$ cat src/mcb_pkg.sv
// Package of constants and carrier types for the maintenance control byte
package mcb_pkg;
    // ------------------------------------------------------------------
    // Register placement and bit layout
    // ------------------------------------------------------------------
    localparam logic [2:0] MCB_WORD_OFFSET = 3'h0;
    localparam int MCB_BIT_STEP = 0;
    localparam int MCB_BIT_INJECT = 1;
    localparam int MCB_BIT_READOUT = 2;
    localparam int MCB_BIT_LOOP = 3;
    localparam int MCB_BIT_SHIFT = 4;
    localparam int MCB_BIT_RSVD = 5;
    localparam int MCB_BIT_CLEAR = 6;
    localparam int MCB_BIT_RUN = 7;
    localparam logic [7:0] MCB_RESET_VALUE = 8'h80;
    localparam logic [7:0] MCB_FUNC_MASK = 8'h1F;

    // ------------------------------------------------------------------
    // Timing
    // ------------------------------------------------------------------
    localparam int MCB_CLK_HZ = 10_000_000;
    localparam int MCB_STEP_PULSES = 5;
    localparam int MCB_PULSE_NS = 60;
    localparam int MCB_PULSE_CYC_RAW = (MCB_PULSE_NS * MCB_CLK_HZ
                                        + 999_999_999) / 1_000_000_000;
    localparam int MCB_PULSE_CYC = (MCB_PULSE_CYC_RAW < 1) ? 1
                                   : MCB_PULSE_CYC_RAW;
    localparam int MCB_MODEM_BPS = 10_000;
    localparam int MCB_COAX_BPS = 20_000;
    localparam int MCB_MODEM_DIV = MCB_CLK_HZ / MCB_MODEM_BPS;
    localparam int MCB_COAX_DIV = MCB_CLK_HZ / MCB_COAX_BPS;
    localparam int MCB_DIV_W = 10;

    // ------------------------------------------------------------------
    // Carrier types
    // ------------------------------------------------------------------
    typedef struct packed {
        logic run;
        logic clear;
        logic rsvd;
        logic shift;
        logic loop;
        logic readout;
        logic inject;
        logic step;
    } mcb_ctrl_s;

    typedef struct packed {
        logic shift_tx;
        logic shift_rx;
        logic loop;
        logic init;
    } mcb_line_s;

    typedef enum logic [1:0] {
        MCB_CLK_LINE = 2'h0,
        MCB_CLK_STROBE = 2'h1,
        MCB_CLK_MAINT = 2'h2
    } mcb_clksrc_e;
endpackage

$ cat src/mcb_step_gen.sv
// Single-instruction step sequencer: five timed clock pulses per request
`timescale 1ns/10ps
module mcb_step_gen
    import mcb_pkg::*;
(
    input wire logic sys_clk,
    input wire logic rst_b,
    input wire logic start,
    output logic pulse,
    output logic busy
);
    // ------------------------------------------------------------------
    // Pulse sequencer
    // ------------------------------------------------------------------
    typedef enum logic [1:0] {
        MCB_SG_IDLE = 2'h0,
        MCB_SG_HIGH = 2'h1,
        MCB_SG_LOW = 2'h2
    } mcb_sg_e;

    mcb_sg_e state;
    mcb_sg_e next_state;
    logic [2:0] npulse;
    logic [2:0] next_npulse;

    // Each pulse is one high cycle and one low cycle, at least 60 ns each
    always_comb begin
        next_state = state;
        next_npulse = npulse;
        unique case (state)
            MCB_SG_IDLE: begin
                if (start) begin
                    next_state = MCB_SG_HIGH;
                    next_npulse = 3'h0;
                end
            end
            MCB_SG_HIGH: begin
                next_state = MCB_SG_LOW;
                next_npulse = npulse + 3'h1;
            end
            MCB_SG_LOW: begin
                if (npulse == 3'(MCB_STEP_PULSES)) begin
                    next_state = MCB_SG_IDLE;
                end else begin
                    next_state = MCB_SG_HIGH;
                end
            end
            default: next_state = MCB_SG_IDLE;
        endcase
    end

    always_ff @(posedge sys_clk or negedge rst_b) begin
        if (!rst_b) begin
            state <= MCB_SG_IDLE;
            npulse <= 3'h0;
        end else begin
            state <= next_state;
            npulse <= next_npulse;
        end
    end

    assign pulse = (state == MCB_SG_HIGH);
    assign busy = (state != MCB_SG_IDLE);

    // ------------------------------------------------------------------
    // Checks
    // ------------------------------------------------------------------
    // Last pulse is followed by its low cycle, then the sequencer idles
    step_five_a: assert property (
        @(posedge sys_clk) disable iff (!rst_b)
        (state == MCB_SG_IDLE && start) |=> pulse ##2 pulse ##2 pulse
        ##2 pulse ##2 pulse ##2 !busy)
        else $error("step did not give five pulses");
endmodule

$ cat src/mcb_maint_ctrl.sv
// Maintenance control byte: halt, step, store readout, inject, loopback
// Operation
// Byte is the high byte of the controller's first word address.
// Every bit of the byte reads back and writes from the host.
// Lock-out switch on: only full_initialize acts, others ignored.
// Maintenance functions override every other controller control.
// Step runs one instruction of five 60 ns clock pulses.
// Host should clear run before using single step.
// Inject set: step executes data bytes six/seven instead of store.
// Readout set: data bytes four to seven return addressed store word.
// Readout with step: bytes four to seven show next store address.
// Loopback routes line serial out to serial in at logic level.
// Loopback, run clear: shift strobe is the only serial clock.
// Loopback, run set: maintenance clock, 10k modem or 20k coax.
// Loopback clear, run set: normal line, external clocking; code does so only with coax_unit set, else maintenance clock.
// Shift strobe high shifts transmitter, low shifts receiver.
// Full initialize resets sequencer, line, sets run, self clears.
// Run gates sequencer clock; set by bus init or full initialize.
`timescale 1ns/10ps
module mcb_maint_ctrl
    import mcb_pkg::*;
(
    input wire logic sys_clk,
    input wire logic rst_b,
    input wire logic bus_init,
    input wire logic sel,
    input wire logic [2:0] word_addr,
    input wire logic wr_hi,
    input wire logic rd,
    input wire logic [7:0] wdata_hi,
    output logic [7:0] rdata_hi,
    input wire logic lock_out_pin,
    input wire logic coax_unit,
    input wire logic [31:0] store_word,
    input wire logic [31:0] next_store_addr,
    input wire logic [31:0] data_bytes_normal,
    input wire logic [15:0] data_byte_six_seven,
    output logic [31:0] data_bytes_rd,
    input wire logic ctl_seq_clk_en,
    input wire logic ctl_seq_clear,
    output logic seq_clk_en,
    output logic seq_init,
    output logic [15:0] seq_word,
    output logic seq_use_inject,
    input wire logic line_tx_out,
    input wire logic ext_rx_in,
    input wire logic ext_line_clk,
    output logic line_rx_in,
    output mcb_line_s line_ctl,
    output mcb_clksrc_e clk_src
);
    // ------------------------------------------------------------------
    // Pin synchronisers
    // ------------------------------------------------------------------
    logic [2:0] sync_a;
    logic [2:0] sync_b;

    // Lock-out switch, external data and clock come from outside
    always_ff @(posedge sys_clk or negedge rst_b) begin
        if (!rst_b) begin
            sync_a <= 3'h0;
            sync_b <= 3'h0;
        end else begin
            sync_a <= {lock_out_pin, ext_rx_in, ext_line_clk};
            sync_b <= sync_a;
        end
    end

    logic lock_out;
    logic ext_rx;
    logic ext_clk;
    assign lock_out = sync_b[2];
    assign ext_rx = sync_b[1];
    assign ext_clk = sync_b[0];

    // ------------------------------------------------------------------
    // Control byte register
    // ------------------------------------------------------------------
    mcb_ctrl_s ctrl;
    mcb_ctrl_s next_ctrl;
    logic hit;
    logic step_start;
    logic step_busy;
    logic step_pulse;
    logic step_q;

    // Decode matches the first word of the controller
    function automatic logic word_hit(input logic s, input logic [2:0] a);
        word_hit = s && (a == MCB_WORD_OFFSET);
    endfunction

    assign hit = word_hit(sel, word_addr);

    // Writes store every bit; clear self-clears the cycle after it acts
    always_comb begin
        next_ctrl = ctrl;
        if (ctrl.clear) begin
            next_ctrl.clear = 1'b0;
        end
        if (hit && wr_hi) begin
            next_ctrl = mcb_ctrl_s'(wdata_hi);
        end
        if (ctrl.clear || bus_init) begin
            next_ctrl.run = 1'b1;
        end
    end

    always_ff @(posedge sys_clk or negedge rst_b) begin
        if (!rst_b) begin
            ctrl <= mcb_ctrl_s'(MCB_RESET_VALUE);
            step_q <= 1'b0;
        end else begin
            ctrl <= next_ctrl;
            step_q <= ctrl.step;
        end
    end

    // Read returns the stored byte as written
    assign rdata_hi = (hit && rd) ? ctrl : 8'h00;

    // ------------------------------------------------------------------
    // Effective functions under the lock-out switch
    // ------------------------------------------------------------------
    mcb_ctrl_s act;
    // Bits remain readable but lose effect; only clear still acts, and
    // run is held on so a locked-out controller cannot be halted
    always_comb begin
        act = ctrl;
        if (lock_out) begin
            act = mcb_ctrl_s'(ctrl & ~MCB_FUNC_MASK);
            act.run = 1'b1;
        end
    end

    // ------------------------------------------------------------------
    // Sequencer clock, step, inject and readout
    // ------------------------------------------------------------------
    // Step launches on the rising edge of the bit so it runs only once
    assign step_start = act.step && !step_q && !step_busy;

    mcb_step_gen u_step (
        .sys_clk(sys_clk),
        .rst_b(rst_b),
        .start(step_start),
        .pulse(step_pulse),
        .busy(step_busy)
    );

    // Maintenance wins over the normal controller's clock and clear
    always_comb begin
        if (act.run) begin
            seq_clk_en = ctl_seq_clk_en;
        end else begin
            seq_clk_en = step_pulse;
        end
        seq_init = ctrl.clear || (ctl_seq_clear && !act.step);
        seq_use_inject = act.inject && step_busy;
    end

    // Injected word is reloaded every cycle while inject is set, held otherwise
    always_ff @(posedge sys_clk or negedge rst_b) begin
        if (!rst_b) begin
            seq_word <= 16'h0000;
        end else if (act.inject) begin
            seq_word <= data_byte_six_seven;
        end
    end

    // Readout replaces data bytes four to seven; step shows next address
    always_ff @(posedge sys_clk or negedge rst_b) begin
        if (!rst_b) begin
            data_bytes_rd <= 32'h00000000;
        end else if (act.readout && act.step) begin
            data_bytes_rd <= next_store_addr;
        end else if (act.readout) begin
            data_bytes_rd <= store_word;
        end else begin
            data_bytes_rd <= data_bytes_normal;
        end
    end

    // ------------------------------------------------------------------
    // Line unit clocking and loopback
    // ------------------------------------------------------------------
    logic [MCB_DIV_W-1:0] div;
    logic [MCB_DIV_W-1:0] next_div;
    logic [MCB_DIV_W-1:0] div_top;
    logic maint_tick;
    logic ext_q;
    logic shift_q;

    assign div_top = coax_unit ? MCB_DIV_W'(MCB_COAX_DIV - 1)
                               : MCB_DIV_W'(MCB_MODEM_DIV - 1);
    // At or past the top, so a change of line unit cannot overrun the count
    assign maint_tick = (div >= div_top);

    always_comb begin
        next_div = maint_tick ? '0 : div + 1'b1;
    end

    always_ff @(posedge sys_clk or negedge rst_b) begin
        if (!rst_b) begin
            div <= '0;
            ext_q <= 1'b0;
            shift_q <= 1'b0;
        end else begin
            div <= next_div;
            ext_q <= ext_clk;
            shift_q <= act.shift;
        end
    end

    // Pick the clock source from loopback, run and the line unit type
    always_comb begin
        if (act.loop && !act.run) begin
            clk_src = MCB_CLK_STROBE;
        end else if (act.loop || !coax_unit) begin
            clk_src = MCB_CLK_MAINT;
        end else begin
            clk_src = MCB_CLK_LINE;
        end
    end

    // Strobe edges: rising shifts transmitter, falling shifts receiver
    always_comb begin
        line_ctl.loop = act.loop;
        line_ctl.init = ctrl.clear;
        unique case (clk_src)
            MCB_CLK_STROBE: begin
                line_ctl.shift_tx = act.shift && !shift_q;
                line_ctl.shift_rx = !act.shift && shift_q;
            end
            MCB_CLK_MAINT: begin
                line_ctl.shift_tx = maint_tick;
                line_ctl.shift_rx = maint_tick;
            end
            default: begin
                line_ctl.shift_tx = ext_clk && !ext_q;
                line_ctl.shift_rx = !ext_clk && ext_q;
            end
        endcase
        // Loop taken on logic levels, ahead of any level converter
        line_rx_in = act.loop ? line_tx_out : ext_rx;
    end

    // ------------------------------------------------------------------
    // Checks
    // ------------------------------------------------------------------
    write_back_a: assert property (
        @(posedge sys_clk) disable iff (!rst_b)
        (hit && wr_hi && !bus_init && !ctrl.clear && !wdata_hi[MCB_BIT_CLEAR])
        |=> ctrl == $past(wdata_hi))
        else $error("written byte not stored");
    clear_self_a: assert property (
        @(posedge sys_clk) disable iff (!rst_b)
        ctrl.clear |=> ctrl.run && (!ctrl.clear || $past(hit && wr_hi)))
        else $error("full initialize did not self clear");
    lock_ignore_a: assert property (
        @(posedge sys_clk) disable iff (!rst_b)
        lock_out |-> !line_ctl.loop && !seq_use_inject)
        else $error("function active under lock-out");
    loop_route_a: assert property (
        @(posedge sys_clk) disable iff (!rst_b)
        act.loop |-> line_rx_in == line_tx_out)
        else $error("loopback not routed");
    strobe_only_a: assert property (
        @(posedge sys_clk) disable iff (!rst_b)
        (act.loop && !act.run) |-> clk_src == MCB_CLK_STROBE)
        else $error("strobe not sole clock");
    maint_clk_a: assert property (
        @(posedge sys_clk) disable iff (!rst_b)
        (act.loop && act.run) |-> clk_src == MCB_CLK_MAINT)
        else $error("maintenance clock not selected");
    halt_clk_a: assert property (
        @(posedge sys_clk) disable iff (!rst_b)
        (!act.run && !step_busy) |-> !seq_clk_en)
        else $error("sequencer clock while halted");
    readout_a: assert property (
        @(posedge sys_clk) disable iff (!rst_b)
        (act.readout && !act.step) |=> data_bytes_rd == $past(store_word))
        else $error("readout not returned");
    next_addr_a: assert property (
        @(posedge sys_clk) disable iff (!rst_b)
        (act.readout && act.step) |=> data_bytes_rd == $past(next_store_addr))
        else $error("next address not shown");
    bus_init_a: assert property (
        @(posedge sys_clk) disable iff (!rst_b)
        bus_init |=> ctrl.run)
        else $error("bus init did not set run");
    lock_run_a: assert property (
        @(posedge sys_clk) disable iff (!rst_b)
        lock_out |-> seq_clk_en == ctl_seq_clk_en)
        else $error("run bit acted under lock-out");
    clear_init_a: assert property (
        @(posedge sys_clk) disable iff (!rst_b)
        ctrl.clear |-> seq_init && line_ctl.init)
        else $error("full initialize did not reach sequencer and line");
    strobe_tx_a: assert property (
        @(posedge sys_clk) disable iff (!rst_b)
        (clk_src == MCB_CLK_STROBE && line_ctl.shift_tx)
        |-> act.shift && !line_ctl.shift_rx)
        else $error("transmitter shifted without strobe");

    step_c: cover property (@(posedge sys_clk) disable iff (!rst_b)
        step_start ##1 step_busy);
    inject_c: cover property (@(posedge sys_clk) disable iff (!rst_b)
        seq_use_inject && step_pulse);
    loop_c: cover property (@(posedge sys_clk) disable iff (!rst_b)
        act.loop && line_ctl.shift_rx);
    lock_clear_c: cover property (@(posedge sys_clk) disable iff (!rst_b)
        lock_out && ctrl.clear);
endmodule

$ cat config.mk
export PLATFORM = sky130hd
export DESIGN_NAME = mcb_maint_ctrl
export DESIGN_NICKNAME = d
export VERILOG_FILES = /design/src/mcb_pkg.sv /design/src/mcb_step_gen.sv /design/src/mcb_maint_ctrl.sv
export SDC_FILE = /design/constraint.sdc
export NUM_CORES = 1
export LEC_CHECK = 0
export ABC_CLOCK_PERIOD_IN_PS = 4200
export CORE_MARGIN = 5
export CORE_UTILIZATION = 46
export CTS_BUF_LIST = sky130_fd_sc_hd__clkbuf_4 sky130_fd_sc_hd__clkbuf_8
export CTS_CLUSTER_SIZE = 10
export DETAILED_ROUTE_END_ITERATION = 8
export DONT_BUFFER_PORTS = 1
export PLACE_DENSITY = 0.65
export SLEW_MARGIN = 0
export SYNTH_ARGS = -nofsm -noshare
export SYNTH_HDL_FRONTEND = slang
export SYNTH_SLANG_ARGS = --single-unit
$ cat constraint.sdc
create_clock -name sys_clk -period 4.2 [get_ports sys_clk]
set_input_delay 0.21 -clock sys_clk [delete_from_list [all_inputs] [get_ports sys_clk]]
set_output_delay 0.21 -clock sys_clk [all_outputs]
set_load 0.01 [all_outputs]
# == Word-level counts from Yosys, hierarchy flattened ==
# Index checks and enable logic that the tools add are counted.
# word_totals
ff_bits,80
input_bits,136
out_inout_bits,66
wordCells,76
# classes
addsub,2
magnitude_cmp,1
eq_ne,6
mux,18
n_reduce_logical,31
# op_table
op,count
$mux 32,2
$mux 8,3
$mux 10,2
$logic_and 1x1->1,13
$add 10x1->10 const B,1
$ge 10x10->1,1
$logic_not 1->1,9
$mux 2,3
$pmux 2 s3,1
$pmux 3 s2,1
$reduce_bool 2->1,3
$eq 2x1->1 const B,2
$eq 2x2->1 const B,2
$mux 1,4
$pmux 2 s2,1
$add 3x1->3 const B,1
$eq 3x3->1 const B,1
$logic_not 3->1,1
$logic_or 1x1->1,3
$mux 3,1
$logic_not 2->1,1
$ne 2x2->1 const B,1
$reduce_and 2->1,1

# == Depth between registers and ports, before layout ==
# Gate-level depths: netlist (run 1).
# logic_depth
depth_word,6
ltp_mapped,5
depth_no_buf,5

# == Hierarchy ==
# Synthesis (run 1) repeated with hierarchy kept, for this count alone.
# hier_totals
hier_cells,308
hier_area_um2,3588.4
# modules_own_cells
mod,instances,cells_each,area_each_um2,seq_area_each_um2
mcb_maint_ctrl,1,288,3344.5,1878.1
mcb_step_gen,1,20,244.0,125.1

# == Worst setup path after synthesis (run 1) ==
# Ideal clock, no wire load.
# synth_timing
path_kind,register to output
startpoint,register div[2]
endpoint,output line_ctl[2] (netlist name)
arrival_ns,1.442
required_time_ns,3.990
setup_slack_ns,2.548
path_stages_with_launch,5
n_path_buf,0
path_cell_list,dfrtp_1 -> ha_1 -> a2111oi_4 -> o31a_1 -> o211ai_1
# synth_rtl
element,line,text
"start, declared",mcb_maint_ctrl.sv:185,logic [MCB_DIV_W-1:0] div;
"start signal, assigned",mcb_maint_ctrl.sv:207,div <= next_div;
"end, declared",mcb_maint_ctrl.sv:49,"output mcb_line_s line_ctl,"

==> run_results.csv, run 1 <==
group,metric,value,unit
status,status,"completed",
clock_network,cts_setup_buffers,0,
sta,rsz0062_at_grt,"no",
cells_and_area,nets,500,
clock_network,h-tree-depth,3,
placement,gp_congestion,0.780,
route,met1Wirelength,3290,um
cells_and_area,instances_no_fill,465,
logic_synthesis,syn_area_per_cell,11.7,um2
cells_and_area,n_fill_cell,619,
sta,relSlewSlack,34.5,%
sta,fin_crit_sh,51.6,%
route,avgViaCountPerCell,5.50,
floorplan,ioPinCount,202,
worst_setup_path,path_class,"flip-flop to output pin",
worst_setup_path,cpMaxStageDelayCell,"dfrtp_1",
floorplan,fp-row-count,32,
logic_synthesis,ys_seq_elements,80,
power_and_ir_drop,p_switching,679,uW
clock_network,cts_tree,"done",
route,highest_layer,"met4",
job,cap_violations,0,
clock_network,cts_resized,0,
global_routing,grt-ovfl-total,0,
sta,period_needed,2.17,ns
clock_network,hold_buffers,55,
logic_synthesis,syn_area,0.00360,mm2
global_routing,grt_max_degree,81,
logic_synthesis,synth_area_leaders,"dfrtp_1, mux2i_1, mux2_2",
clock_network,clock_latency,0.35,ns
worst_setup_path,worst-path-max-fanout,5,
worst_setup_path,critical_path.top_delay_family,"compound AO/OA/AOI/OAI gates",
power_and_ir_drop,netSwitchingFraction,29.9,%
power_and_ir_drop,p_per_area,505,mW/mm2
sta,clock_skew,0.0107,ns
sta,setup_viol,0,
logic_synthesis,synth_top_area_cell,"dfrtp_1",
logic_synthesis,syn-instance-count,307,
logic_synthesis,synthArstFlopShare,100,%
logic_synthesis,synth_cell_types,45,
clock_network,cts-buffers-inserted,9,
power_and_ir_drop,p_int,1590,uW
logic_synthesis,synth_flop_cell,"dfrtp_1",
logic_synthesis,yosysMostFrequentCell,"dfrtp_1",
sta,setup_tns,0,ns
clock_network,clkTransAtPathRegs,0.08,ns
sta,finalHoldViolCount,0,
logic_synthesis,yosysWarnings,0,
placement,placed_cells,393,
clock_network,clock-sinks,80,
worst_setup_path,critPathBufInv,0,
logic_synthesis,synth_nets,449,
floorplan,die_area,0.00971,mm2
worst_setup_path,cp_cell_sequence,"ha_1, a2111oi_4, o31a_1, o211ai_1",
logic_synthesis,synth-edff-count,0,
route,drt_pass1_iterations,4,
global_routing,antenna_found_initial,0,
global_routing,grt_pass1_vias,2797,
global_routing,grt_util_all_layers,18.9,%
floorplan,start_util,46.9,%
power_and_ir_drop,p_clk_share,30.8,%
logic_synthesis,ys_seq_area_share,55.6,%
worst_setup_path,cpPeakStageDelay,0.46,ns
floorplan,core,0.00769,mm2
placement,dpl.hpwl,6650,um
sta,tightest_slew,0.982,ns
worst_setup_path,worstPathRequired,3.99,ns
floorplan,dieHeight,98.5,um
route,wl_per_cell,20.1,um
power_and_ir_drop,ir_drop,191,uV
cells_and_area,multi_input_area,0.00150,mm2
power_and_ir_drop,p_leak,0.00200,uW
min_path,hp-class,"input pin to flip-flop",
power_and_ir_drop,pwr-share-comb,19.1,%
route,wl,9340,um
sta,slew_violations,0,
cells_and_area,antenna_cells,0,
cells_and_area,ff_latch_area,0.00200,mm2
placement,io_buffer_count,0,
worst_setup_path,arrival,1.96,ns
cells_and_area,drive_above_1_share,14.6,%
logic_synthesis,synth_top_cells_by_count,"dfrtp_1, nand2_1, o21ai_0",
route,drt.antenna.violating_nets,0,
global_routing,grt_pass1_wl,14300,um
worst_setup_path,endpoint_kind,"output pin",
floorplan,die_w,98.5,um
route,wl_met2,5070,um
logic_synthesis,synth.top_cell.area_share,54.8,%
sta,fmax,461,MHz
route,drt_iter0_markers,84,
route,wl_met3,923,um
route,drcViolationCount,0,
clock_network,cts-root-buf,"clkbuf_8",
cells_and_area,area_delta_synth_final,24.6,%
worst_setup_path,start_kind,"flip-flop",
power_and_ir_drop,seqPwrFrac,50.1,%
clock_network,cts_buffer_depth,2,
route,vias,2557,
worst paths after layout:
kind / startpoint / to / slack (ns) / cells past startpoint
worst max-delay path: div[2] / line_ctl[3] / 2.03 / 4
worst min-delay path: wdata_hi[6] / line_ctl[0] / 0.02 / 1
worst max register to register: ctrl[0] / u_step.npulse[0] / 2.32 / 3
worst min register to register: sync_a[2] / sync_b[2] / 0.35 / 0
max in group asynchronous: rst_b / ctrl[0] / 3.42 / 2
min in group asynchronous: rst_b / div[8] / 0.42 / 2
per-layer routing:
layer | vias up | global-route usage (%)
li1 | 1183 | -
met1 | 1240 | 19.9
met2 | 130 | 34.6
met3 | 4 | 7.50
met4 | 0 | 5.67
met5 | - | 0
area by class of cell:
cell class | count | area share, %
multi-input combinational | 204 | 33.5
clock buffer | 10 | 3.06
timing repair buffer | 56 | 12.9
sequential | 80 | 44.6
tap | 102 | 2.84
clock inverter | 6 | 2.56
inverter | 7 | 0.585
cell families after synthesis:
logic type / after synthesis / share of synthesized area [%]
and+or+nand+nor: 80 / 11.9
DFF: 80 / 55.6
AOI/OAI and AO/OA: 58 / 10.2
muxes: 57 / 16.7
buffers and inverters: 23 / 2.88
adders and majority gates: 6 / 2.08
xor gates and xnor gates: 3 / 0.729
stage by stage:
step	total power [uW]	setup WS (ns)	hold slack [ns]	util, %	area (um2)
global route	2400	1.92	0.000438	58.4	4490
detailed placement	1530	2.33	-0.0833	47.6	3660
global placement	1510	2.38	-0.0838	47.6	3660
CTS	2300	2.00	0.00173	58.3	4480
floorplan	1440	2.55	-0.0856	-	3600
finish	2270	2.03	0.0243	58.4	4490
sequential cells by signal, summed over array words and instances, names as in the netlist:
signal and count:
ctrl 7, data_bytes_rd 32, div 10, ext_q 1
line_ctl 1, seq_word 16, shift_q 1, step_q 1
sync_a 3, sync_b 3, u_step.npulse 3, u_step.state 2
power groups by stage:
| stage | combinational (uW) | sequential, uW | clock, uW |
|---|---|---|---|
| 2_1_floorplan | 361 | 1080 | 0 |
| 3_3_place_gp | 361 | 1150 | 0 |
| 3_5_place_dp | 376 | 1150 | 0 |
| 4_1_cts | 434 | 1140 | 723 |
| 5_1_grt | 490 | 1160 | 753 |
| 6_report | 432 | 1140 | 699 |
cells in the final DEF (no fill, tap or decap), types with 2 or more instances in the layout:
cell and count:
dfrtp_1 78, dlygate4sd3_1 55, o21ai_0 36, nand2_1 36, mux2i_1 32, mux2_2 25, clkbuf_8 10, and3_1 9
nor2_1 8, inv_1 7, ha_1 6, a21oi_1 4, nand2b_1 3, o211ai_1 3, o31ai_1 3, bufinv_16 3
nor3b_1 2, a21o_1 2, nor2b_1 2, nand4b_1 2, nand3b_1 2, or4_1 2, xnor2_1 2, nand3_1 2
or4b_1 2
worst register-to-register path: stages (launching register included):
cell	delay, ns
dfrtp_2	1.01
nor3b_1	0.36
o21bai_1	0.14
mux2_2	0.27
No activity file was read; power rests on OpenSTA's default activity.
==> run 2, diff against run 1 <==
Settings changed: ABC_CLOCK_PERIOD_IN_PS 4200 to 2150.
Clock period 4.2 ns to 2.15 ns, I/O delays scaled along.
==> run 2 against run 1 <==
Against the previous run:
- flip-flop and latch count unchanged
- worst setup slack got worse by 1.9 ns
- combinational power increased to 2.5 times the previous value
- via count increased by 10%
- clock power increased by 79%
- total power increased by 98%
- largest cell class unchanged
- highest routed layer unchanged
==> run_results.csv, run 2 (synthesis gave the netlist of run 1 again) <==
group,metric,value,unit
worst_setup_path,start_kind,"flip-flop",
route,vias,2816,
floorplan,dieHeight,98.5,um
cells_and_area,nets,547,
worst_setup_path,endpoint_kind,"output pin",
worst_setup_path,cp_cell_sequence,"ha_1, a2111oi_4, o31a_1, o211ai_1",
sta,hold_ws,0.0221,ns
floorplan,fp-row-count,32,
worst_setup_path,cpPeakStageDelay,0.43,ns
clock_network,clock_latency,0.35,ns
clock_network,cts-buffers-inserted,9,
cells_and_area,regMostFlops,"data_bytes_rd",
cells_and_area,area_delta_synth_final,36.4,%
route,drt_iter0_markers,100,
power_and_ir_drop,p_leak,0.00220,uW
clock_network,clock-sinks,80,
sta,fin_crit_sh,94.6,%
sta,slew_violations,0,
worst_setup_path,cpMaxStageDelayCell,"dfrtp_2",
global_routing,grt_pass1_wl,15600,um
cells_and_area,largest_reg_flops,32,
cells_and_area,drive_above_1_share,15.6,%
sta,relSlewSlack,58.6,%
sta,fmax,492,MHz
cells_and_area,ff_latch_area,0.00201,mm2
floorplan,die_w,98.5,um
cells_and_area,multi_input_area,0.00150,mm2
cells_and_area,layout_common_cells,"dlygate4sd3_1, dfrtp_1, o21ai_0, nand2_1, mux2i_1",
power_and_ir_drop,ir_drop,440,uV
global_routing,grt-ovfl-total,0,
job,cap_violations,0,
placement,gp_congestion,0.792,
cells_and_area,final_common_cell,"dlygate4sd3_1",
route,drcViolationCount,0,
min_path,hp-class,"input pin to flip-flop",
worst_setup_path,reg2reg_slack,0.23,ns
status,status,"completed",
clock_network,cts_tree,"done",
worst_setup_path,worstPathRequired,2.04,ns
placement,io_buffer_count,0,
worst_setup_path,arrival,1.93,ns
route,avgViaCountPerCell,5.50,
route,drt_pass1_iterations,4,
clock_network,cts_buffer_depth,2,
worst_setup_path,worst-path-max-fanout,3,
worst_setup_path,path_class,"flip-flop to output pin",
placement,dpl.hpwl,6620,um
floorplan,ioPinCount,202,
sta,tightest_slew,0.619,ns
sta,setup_tns,0,ns
floorplan,core,0.00769,mm2
cells_and_area,n_fill_cell,578,
route,drt.antenna.violating_nets,0,
global_routing,grt_max_degree,81,
floorplan,start_util,46.9,%
sta,rsz0062_at_grt,"no",
clock_network,h-tree-depth,3,
clock_network,cts-root-buf,"clkbuf_8",
clock_network,clkTransAtPathRegs,0.10,ns
global_routing,antenna_found_initial,0,
cells_and_area,antenna_cells,0,
route,wl,10000,um
cells_and_area,reg_top3,"data_bytes_rd (32), seq_word (16), div (10)",
sta,period_needed,2.03,ns
global_routing,grt_pass1_vias,3042,
sta,setup_viol,0,
floorplan,die_area,0.00971,mm2
sta,finalHoldViolCount,0,
sta,clock_skew,0.0152,ns
route,wl_per_cell,19.6,um
global_routing,grt_util_all_layers,20.4,%
power_and_ir_drop,p_per_area,913,mW/mm2
-- run 2: through the flow --
stage / instances / total power, uW / setup WS (ns) / utilization (%) / area, um2
after global routing: 512 / 4750 / 0.0135 / 63.9 / 4920
after floorplan: 307 / 2810 / 0.600 / - / 3600
after CTS: 509 / 4480 / 0.0613 / 63.6 / 4890
final: 512 / 4490 / 0.116 / 63.9 / 4920
after detailed placement: 400 / 3000 / 0.441 / 48.3 / 3710
after global placement: 400 / 2960 / 0.491 / 48.3 / 3710
-- run 2: final cells by class --
cell class,count,area share (%)
clock buffers,9,2.52
clock inverters,7,2.09
inverters,7,0.534
multi-input cells,204,30.6
flip-flops and latches,80,40.8
well taps,102,2.60
repair buffers,103,20.9
-- run 2: routing by layer --
metal	GRT usage [%]	part of all wire [%]
met1	22.2	36
met2	36.0	52
met3	7.43	10
met4	8.40	2.8
met5	0	0
-- run 2: final timing paths --
check	cells past startpoint	start	to
worst max-delay path	4	div[2]	line_ctl[3]
worst min-delay path	2	store_word[17]	data_bytes_rd[17]
worst max register to register	5	sync_b[2]	data_bytes_rd[14]
worst min register to register	0	sync_a[2]	sync_b[2]
max in group asynchronous	2	rst_b	ctrl[7]
min in group asynchronous	2	rst_b	seq_word[11]
-- run 2: worst max-delay path, delay by kind of cell (launching register included) --
family	cells	cell delay, ns
compound gates	3	0.83
flops	1	0.43
fa+ha+maj	1	0.32
-- run 2: report_power, final --
group | leakage [uW] | internal (uW) | total, uW | switching [uW]
Combinational | 0.00112 | 617 | 1080 | 464
Clock | 0.000110 | 666 | 1250 | 582
Sequential | 0.000966 | 1820 | 2160 | 343
Total | 0.00220 | 3100 | 4490 | 1390
-- run 2: timing repair --
| item | in CTS | in global routing |
|---|---|---|
| gates resized for setup | 0 | 2 |
| buffers inserted | 0 | 3 |
| endpoints found under the setup margin | 0 | 32 |
| hold buffers | 93 | 0 |
| endpoints found under the hold margin | 139 | 0 |
